## src/rtl/sfm_defines.svh

```systemverilog
// constants for the supply fault safety monitor
`ifndef SFM_DEFINES_SVH
`define SFM_DEFINES_SVH
`define SFM_CLK_MHZ        200
`define SFM_OV_DGL_NS      10000
`define SFM_UV_DGL_NS      10000
`define SFM_CPF_DGL_NS     10000
`define SFM_PIN_DGL_CYC    4
`define SFM_PD_REDUCED     4'h1
`define SFM_STAT_OVF       0
`define SFM_STAT_UVF       1
`define SFM_STAT_CPF       2
`define SFM_STAT_RCF       3
`define SFM_STAT_W         4
`endif

```

## src/rtl/sfm_pkg.sv

```systemverilog
// types of the supply fault safety monitor
package sfm_pkg;
	typedef enum logic [1:0] {SFM_SLEEP, SFM_NORMAL, SFM_FAILSAFE} sfm_mode_e;
endpackage

```

## src/rtl/sfm_deglitch.sv

```systemverilog
// fault de-glitch counter: output rises after a steady run of the condition
`timescale 1ns/1ps
module sfm_deglitch #(
	parameter int COUNT = 2000
) (
	// clock
	input  wire logic clk,
	input  wire logic reset,
	input  wire logic ce,
	// condition
	input  wire logic cond,
	output logic      hit
);
	localparam int W = $clog2(COUNT + 1);
	logic [W-1:0] cnt_q;
	logic [W-1:0] cnt_d;
	logic         hit_q;
	logic         hit_d;

	always_comb begin
		cnt_d = cnt_q;
		hit_d = hit_q;
		if (!cond) begin
			cnt_d = '0;
			hit_d = 1'b0;
		end else if (cnt_q == W'(COUNT - 1)) begin
			hit_d = 1'b1;
		end else begin
			cnt_d = cnt_q + W'(1);
		end
	end

	always_ff @(posedge clk) begin
		if (reset) begin
			cnt_q <= '0;
			hit_q <= 1'b0;
		end else if (ce) begin
			cnt_q <= cnt_d;
			hit_q <= hit_d;
		end
	end

	assign hit = hit_q;
endmodule

```

## src/rtl/sfm_monitor.sv

```systemverilog
// supply fault and failsafe supervision of a four channel gate pre-driver
`timescale 1ns/1ps
`include "sfm_defines.svh"
module sfm_monitor #(
	parameter int CH     = 4,
	parameter int OV_CYC = (`SFM_OV_DGL_NS * `SFM_CLK_MHZ) / 1000,
	parameter int UV_CYC = (`SFM_UV_DGL_NS * `SFM_CLK_MHZ) / 1000,
	parameter int CP_CYC = (`SFM_CPF_DGL_NS * `SFM_CLK_MHZ) / 1000
) (
	// clock
	input  wire logic                   clk,
	input  wire logic                   reset,
	input  wire logic                   ce,
	// pins from outside the clock domain
	input  wire logic                   reset_in_n,
	input  wire logic                   fail_input,
	// analog comparator levels
	input  wire logic                   supply_ov,
	input  wire logic                   supply_ov_shutdown_level,
	input  wire logic                   supply_uv,
	input  wire logic                   logic_por,
	input  wire logic                   pump_fail,
	input  wire logic [CH-1:0]          half_bridge_node,
	// serial link front end
	input  wire logic                   serial_fail_cond,
	input  wire logic                   toggle_check_bit,
	input  wire logic                   status_read,
	input  wire logic                   restart_req,
	// commanded driver control
	input  wire logic [CH-1:0]          cmd_high,
	input  wire logic [CH-1:0]          cmd_low,
	input  wire logic [CH-1:0]          cmd_pwm,
	input  wire logic [CH-1:0]          test_cur_en,
	input  wire logic [3:0]             pulldown_setting,
	// gate drive and supply control
	output logic      [CH-1:0]          high_side_gate_out,
	output logic      [CH-1:0]          low_side_gate_out,
	output logic      [CH-1:0]          test_cur_out,
	output logic      [3:0]             pulldown_out,
	output logic                        pump_on,
	output logic                        switched_pump_output,
	output logic                        regs_clear,
	// status
	output logic      [`SFM_STAT_W-1:0] device_status_reg,
	output logic      [2*CH-1:0]        switching_status_reg,
	output logic      [CH-1:0]          node_status_reg,
	output logic                        comm_ok_bit,
	output logic      [1:0]             mode
);
	// ==========================================
	// pin synchronisers and digital de-glitch
	// ==========================================
	logic [2:0] rst_sy_q;
	logic [2:0] fail_sy_q;
	logic [2:0] tog_sy_q;
	logic       rst_f_q;
	logic       fail_f_q;
	logic       tog_f_q;
	logic       tog_prev_q;
	logic       rst_prev_q;
	logic [1:0] rst_c_q;
	logic [1:0] fail_c_q;
	logic       rst_f_d;
	logic       fail_f_d;
	logic [1:0] rst_c_d;
	logic [1:0] fail_c_d;

	// a stable level counts only after a few agreeing samples
	function automatic logic [2:0] filt(input logic s2, input logic s3, input logic f, input logic [1:0] c);
		logic [1:0] n;
		n = (s2 == s3 && s3 != f) ? c + 2'h1 : 2'h0;
		if (n == 2'(`SFM_PIN_DGL_CYC - 1))
			return {s3, 2'h0};
		return {f, n};
	endfunction

	always_comb begin
		{rst_f_d, rst_c_d}   = filt(rst_sy_q[1], rst_sy_q[2], rst_f_q, rst_c_q);
		{fail_f_d, fail_c_d} = filt(fail_sy_q[1], fail_sy_q[2], fail_f_q, fail_c_q);
	end

	always_ff @(posedge clk) begin
		if (reset) begin
			rst_sy_q   <= 3'h0;
			fail_sy_q  <= 3'h0;
			tog_sy_q   <= 3'h0;
			rst_f_q    <= 1'b0;
			fail_f_q   <= 1'b0;
			rst_c_q    <= 2'h0;
			fail_c_q   <= 2'h0;
			tog_f_q    <= 1'b0;
			tog_prev_q <= 1'b0;
			rst_prev_q <= 1'b0;
		end else if (ce) begin
			rst_sy_q   <= {rst_sy_q[1:0], reset_in_n};
			fail_sy_q  <= {fail_sy_q[1:0], fail_input};
			tog_sy_q   <= {tog_sy_q[1:0], toggle_check_bit};
			rst_f_q    <= rst_f_d;
			fail_f_q   <= fail_f_d;
			rst_c_q    <= rst_c_d;
			fail_c_q   <= fail_c_d;
			if (tog_sy_q[1] == tog_sy_q[2])
				tog_f_q <= tog_sy_q[2];
			tog_prev_q <= tog_f_q;
			rst_prev_q <= rst_f_q;
		end
	end

	wire toggled = tog_f_q ^ tog_prev_q;

	// ==========================================
	// fault de-glitch timers
	// ==========================================
	logic ov_hit;
	logic uv_hit;
	logic cp_hit;

	sfm_deglitch #(.COUNT(OV_CYC)) u_ov (
		.clk   (clk),
		.reset (reset),
		.ce    (ce),
		.cond  (supply_ov),
		.hit   (ov_hit)
	);
	sfm_deglitch #(.COUNT(UV_CYC)) u_uv (
		.clk   (clk),
		.reset (reset),
		.ce    (ce),
		.cond  (supply_uv),
		.hit   (uv_hit)
	);
	// pump fail is ignored above the shutdown level
	sfm_deglitch #(.COUNT(CP_CYC)) u_cp (
		.clk   (clk),
		.reset (reset),
		.ce    (ce),
		.cond  (pump_fail & ~supply_ov_shutdown_level),
		.hit   (cp_hit)
	);

	// ==========================================
	// operating mode and latched faults
	// ==========================================
	sfm_pkg::sfm_mode_e mode_q;
	sfm_pkg::sfm_mode_e mode_d;
	logic               hs_off_q;
	logic               hs_off_d;
	logic               all_off_q;
	logic               all_off_d;
	logic [`SFM_STAT_W-1:0] stat_q;
	logic [`SFM_STAT_W-1:0] stat_d;
	logic               clr_q;
	logic               clr_d;

	wire fs_cond = rst_f_q & (serial_fail_cond | fail_f_q);
	// only a fresh rising wake level leaves sleep, so a supply reset needs a new wake
	wire woke    = rst_f_q & ~rst_prev_q;

	always_comb begin
		mode_d    = mode_q;
		hs_off_d  = hs_off_q;
		all_off_d = all_off_q;
		stat_d    = stat_q;
		clr_d     = 1'b0;
		// reading the status unlatches flags; a fault in the same cycle wins
		if (status_read)
			stat_d = '0;
		if (restart_req && !status_read && stat_q[`SFM_STAT_OVF] == 1'b0 && stat_q[`SFM_STAT_UVF] == 1'b0
			&& stat_q[`SFM_STAT_CPF] == 1'b0) begin
			hs_off_d  = 1'b0;
			all_off_d = 1'b0;
		end
		if (supply_ov)
			stat_d[`SFM_STAT_OVF] = 1'b1;
		if (ov_hit)
			hs_off_d = 1'b1;
		if (uv_hit) begin
			all_off_d              = 1'b1;
			stat_d[`SFM_STAT_UVF] = 1'b1;
		end
		if (cp_hit) begin
			all_off_d              = 1'b1;
			stat_d[`SFM_STAT_CPF] = 1'b1;
		end
		case (mode_q)
			sfm_pkg::SFM_SLEEP: begin
				if (woke) begin
					mode_d    = sfm_pkg::SFM_NORMAL;
					clr_d     = 1'b1;
					stat_d    = '0;
					hs_off_d  = 1'b0;
					all_off_d = 1'b0;
					stat_d[`SFM_STAT_RCF] = 1'b1;
				end
			end
			sfm_pkg::SFM_NORMAL: begin
				if (!rst_f_q)
					mode_d = sfm_pkg::SFM_SLEEP;
				else if (fs_cond)
					mode_d = sfm_pkg::SFM_FAILSAFE;
			end
			sfm_pkg::SFM_FAILSAFE: begin
				if (!rst_f_q)
					mode_d = sfm_pkg::SFM_SLEEP;
				else if (toggled && !fail_f_q && !serial_fail_cond) begin
					mode_d    = sfm_pkg::SFM_NORMAL;
					clr_d     = 1'b1;
					stat_d    = '0;
					hs_off_d  = 1'b0;
					all_off_d = 1'b0;
					stat_d[`SFM_STAT_RCF] = 1'b1;
				end
			end
			default: mode_d = sfm_pkg::SFM_SLEEP;
		endcase
		if (logic_por) begin
			mode_d = sfm_pkg::SFM_SLEEP;
			clr_d  = 1'b0;
		end
	end

	always_ff @(posedge clk) begin
		if (reset) begin
			mode_q    <= sfm_pkg::SFM_SLEEP;
			hs_off_q  <= 1'b0;
			all_off_q <= 1'b0;
			stat_q    <= '0;
			clr_q     <= 1'b0;
		end else if (ce) begin
			mode_q    <= mode_d;
			hs_off_q  <= hs_off_d;
			all_off_q <= all_off_d;
			stat_q    <= stat_d;
			clr_q     <= clr_d;
		end
	end

	// ==========================================
	// outputs
	// ==========================================
	// immediate paths: logic_por and failsafe conditions cut gates without a register stage
	wire normal = (mode_q == sfm_pkg::SFM_NORMAL) & ~logic_por & ~fs_cond;

	always_comb begin
		high_side_gate_out = (normal && !hs_off_q && !all_off_q) ? (cmd_high | cmd_pwm) : '0;
		low_side_gate_out  = (normal && !all_off_q) ? (cmd_low | cmd_pwm) : '0;
		test_cur_out       = (normal && !supply_ov && !all_off_q) ? test_cur_en : '0;
		pulldown_out       = supply_ov ? `SFM_PD_REDUCED : pulldown_setting;
		pump_on              = normal;
		switched_pump_output = normal;
	end

	logic [2*CH-1:0] sw_q;
	logic [CH-1:0]   node_q;
	logic            ok_q;

	always_ff @(posedge clk) begin
		if (reset) begin
			sw_q   <= '0;
			node_q <= '0;
			ok_q   <= 1'b0;
		end else if (ce) begin
			sw_q   <= {high_side_gate_out | cmd_pwm, low_side_gate_out | cmd_pwm};
			node_q <= half_bridge_node;
			ok_q   <= rst_f_q & ~serial_fail_cond;
		end
	end

	assign regs_clear           = clr_q;
	assign device_status_reg    = stat_q;
	assign switching_status_reg = sw_q;
	assign node_status_reg      = node_q;
	assign comm_ok_bit          = ok_q;
	assign mode                 = mode_q;
endmodule

```

## config.mk

```make
export PLATFORM = sky130hd
export DESIGN_NAME = sfm_monitor
export DESIGN_NICKNAME = d
export VERILOG_FILES = /design/src/rtl/sfm_pkg.sv /design/src/rtl/sfm_deglitch.sv /design/src/rtl/sfm_monitor.sv
export VERILOG_INCLUDE_DIRS = /design/src /design/src/rtl
export SDC_FILE = /design/constraint.sdc
export NUM_CORES = 1
export LEC_CHECK = 0
export BUFFER_PORTS_ARGS = -buffer_cell sky130_fd_sc_hd__clkbuf_2
export CAP_MARGIN = 20
export CORE_UTILIZATION = 28
export CTS_BUF_LIST = sky130_fd_sc_hd__clkbuf_2 sky130_fd_sc_hd__clkbuf_4 sky130_fd_sc_hd__clkbuf_8
export CTS_CLUSTER_DIAMETER = 150
export DETAILED_ROUTE_END_ITERATION = 6
export HOLD_SLACK_MARGIN = 0.03
export PLACE_DENSITY_LB_ADDON = 0.15
export SYNTH_ARGS = -nofsm -noshare
export SYNTH_HDL_FRONTEND = slang
export SYNTH_SLANG_ARGS = --single-unit
```

## constraint.sdc

```tcl
create_clock -name clk -period 3.6 [get_ports clk]
set_input_delay 0.72 -clock clk [delete_from_list [all_inputs] [get_ports clk]]
set_output_delay 0.72 -clock clk [all_outputs]
set_load 0.01 [all_outputs]
```

==> results_dict.tcl <==
set metrics [dict create \
    status "completed" \
    drt_pass1_iterations 4 \
    crit_end "high_side_gate_out[2]" \
    ys_seq_area_frac 0.435 \
    core_sq_um 12100 \
    cts_setup_buffers 0 \
    power.density_nw_per_um2 406 \
    crit_required_ns 2.88 \
    start_kind "flip-flop" \
    drv_cap 0 \
    syn-num-nets 445 \
    fin_area_sq_um 4260 \
    cts_buffers 9 \
    cts_num_sinks 76 \
    synth_cell_types 57 \
    synthTopCellsByArea "dfxtp_1 44%, nor2_1 6.9%, mux2i_1 4.9%" \
    finalCoreUtilization 0.352 \
    timing.rr.start "u_uv.cnt_q[1]" \
    route.detailed.wl_per_inst_microns 13.6 \
    syn-instance-count 404 \
    die_w_microns 114 \
    grt_pass1_wl_microns 14600 \
    fp.dieH_microns 114 \
    cp_max_fo 8 \
    finalWorstSetupSlack_ns 0.919 \
    synth-seq-cells 76 \
    clockPowerShare 0.426 \
    synthFlopType "dfxtp_1" \
    final.fill_count 1311 \
    yosysTopAreaCellShare 0.435 \
    setup-tns-final_ns 0 \
    hold_viol 0 \
    reg.largest.list "u_cp.cnt_q: 11 flops, u_ov.cnt_q: 11 flops, u_uv.cnt_q: 11 flops" \
    p_leak_nw 1.70 \
    fin_cells 651 \
    hold_ws_ns 0.457 \
    cts.repair.resized 0 \
    period_minus_slack_ns 2.68 \
    areaGrowthSynthToFinish_pct 21.8 \
    clkLatencyLatePin_ns 0.36 \
    pwr-share-comb 0.072 \
    fin_skew_ns 0.00947 \
    placement.cell_area_sq_um 4040 \
    tightest_slew_ns 0.861 \
    clockRootBuffer "clkbuf_8" \
    antenna_found_initial 0 \
    setup_viol 0 \
    initial_utilization 0.289 \
    synth-edff-count 0 \
    ios 76 \
    slew-limit-headroom 0.421 \
    total_power_mw 1.73 \
    nets 519 \
    drc 0 \
    async_reset_ff_frac 0 \
    grt_overflow_total 0 \
    switching_share 0.239 \
    fmax_ghz 0.373 \
    postCtsHoldBufs 0 \
    cts_tree "yes" \
    clk_pin_slew_ns 0.08 \
    via_per_inst 4.88 \
    startpoint "mode[0]" \
    wirelength_microns 8830 \
    die-area_sq_um 12900 \
    ctsHtreeMaxLevel 3 \
    crit_arrival_ns 1.96 \
    yosys.area.top_type "dfxtp_1" \
    post-place-ws_ns 0.917 \
    grt_max_degree 46 \
    rrSetupSlack_ns 1.68 \
    grt_setup_unrepaired "no" \
    drv_slew 0 \
    place.gp.congestion 0.729 \
    io_buffer_count 75 \
    critPathKind "flip-flop to primary output" \
    drive_above_1_share 0.211 \
    postRouteAntennaNets 0 \
    crit_path_end_kind "primary output" \
    dp.cells 635 \
    syn_area_per_cell_sq_um 8.66 \
    grt.total_usage 0.144 \
    reg2reg_to "u_uv.cnt_q[1]" \
    hold_class "flip-flop to flip-flop" \
    reg2reg_depth 5 \
    drt_iter0_drc 99 \
    min_period_over_period 0.745 \
    diodes 0 \
    rows 40 \
    peakVddDrop_mv 0.202 \
    hpwlAfterDp_microns 6200 \
    internal-power_mw 1.32 \
    switchingPower_mw 0.414 \
    seq_power_share 0.502 \
    syn_area_sq_um 3500 \
    vias 3177 \
    clk_path_buf_depth 2 \
    grt_pass1_vias 3032 \
    synth_warnings 0 \
]
## power by group through the flow
stage / clock (mW) / combinational [mW] / sequential [mW]
3_3_place_gp: 0 / 0.125 / 0.887
6_report: 0.736 / 0.125 / 0.868
5_1_grt: 0.803 / 0.141 / 0.871
2_1_floorplan: 0 / 0.0644 / 0.890
4_1_cts: 0.771 / 0.127 / 0.868
3_5_place_dp: 0 / 0.126 / 0.888
## cell usage after synthesis, types with 2 or more instances
cell type / n
nand3_1: 17
a31oi_1: 6
and4_1: 5
nor2_1: 64
and3_1: 8
clkbuf_1: 8
a22o_1: 3
nor3_1: 12
a32o_1: 2
o2111ai_1: 2
and3b_1: 2
xnor2_1: 5
a211oi_1: 8
dfxtp_1: 76
nor4_1: 4
nand4b_1: 2
mux2i_1: 17
nand3b_1: 2
or2_2: 3
nand2b_1: 4
xor2_1: 11
o21a_1: 5
o21ai_0: 13
nand2_1: 25
a21oi_1: 23
buf_2: 5
nor2b_1: 4
ha_1: 3
a22oi_1: 2
nor4b_1: 3
and2_1: 3
o31ai_1: 4
or3_1: 10
o41ai_1: 3
inv_1: 7
nor3b_1: 2
nand4_1: 11
## how the worst min path moves through the flow
stage                      startpoint     endpoint  depth (start not counted)
after CTS                 comm_ok_bit  comm_ok_bit                          2
final                     comm_ok_bit  comm_ok_bit                          2
after global placement    tog_sy_q[2]      tog_f_q                          2
after floorplan           tog_sy_q[2]      tog_f_q                          2
after global routing      comm_ok_bit  comm_ok_bit                          2
after detailed placement  comm_ok_bit  comm_ok_bit                          2
## logic make-up after synthesis
kind of cell | after synthesis | share of synthesized area
xor+xnor | 16 | 0.0401
mux | 18 | 0.0519
simple gates | 187 | 0.282
compound gates | 80 | 0.150
flops | 76 | 0.435
buf+inv | 24 | 0.0308
fa+ha+maj | 3 | 0.0107
## cell type report
| class | count | area [sq um] | area share |
|---|---|---|---|
| Multi-Input combinational cell | 304 | 1870 | 0.439 |
| Sequential cell | 76 | 1520 | 0.357 |
| Timing Repair Buffer | 79 | 405 | 0.0952 |
| Tap cell | 168 | 210 | 0.0494 |
| Clock buffer | 10 | 138 | 0.0323 |
| Clock inverter | 6 | 86.3 | 0.0203 |
| Inverter | 8 | 30.0 | 0.00705 |
## layer usage
metal,GRT usage,share of wire,up-vias
li1,-,-,1616
met1,0.182,0.48,1491
met2,0.240,0.47,65
met3,0.0345,0.040,5
met4,0.0474,0.0088,0
met5,0,0,-
## critical path, stage by stage (launching register included)
cell,delay [ns]
dfxtp_1,0.46
or3b_4,0.47
nor4_4,0.36
o21a_1,0.19
clkbuf_2,0.13
## cell usage in the layout, fill, tap and decap left out, drive strengths merged, types with 3 or more instances in the layout
| master | n |
|---|---|
| and2 | 3 |
| clkinv | 3 |
| xor2 | 11 |
| or3 | 10 |
| and4 | 5 |
| dfxtp | 76 |
| or2 | 3 |
| o21ai | 14 |
| a31oi | 6 |
| nor2 | 64 |
| nor2b | 4 |
| nand2 | 25 |
| clkbuf | 85 |
| o41ai | 3 |
| a22o | 3 |
| and3 | 8 |
| nor3 | 13 |
| xnor2 | 5 |
| nand2b | 4 |
| mux2i | 17 |
| o31ai | 4 |
| inv | 8 |
| nor4b | 3 |
| a21oi | 23 |
| a211oi | 8 |
| nor4 | 5 |
| buf | 4 |
| nand3 | 17 |
| ha | 3 |
| o21a | 5 |
| nand4 | 11 |
Power figures use the tool's default switching activity.
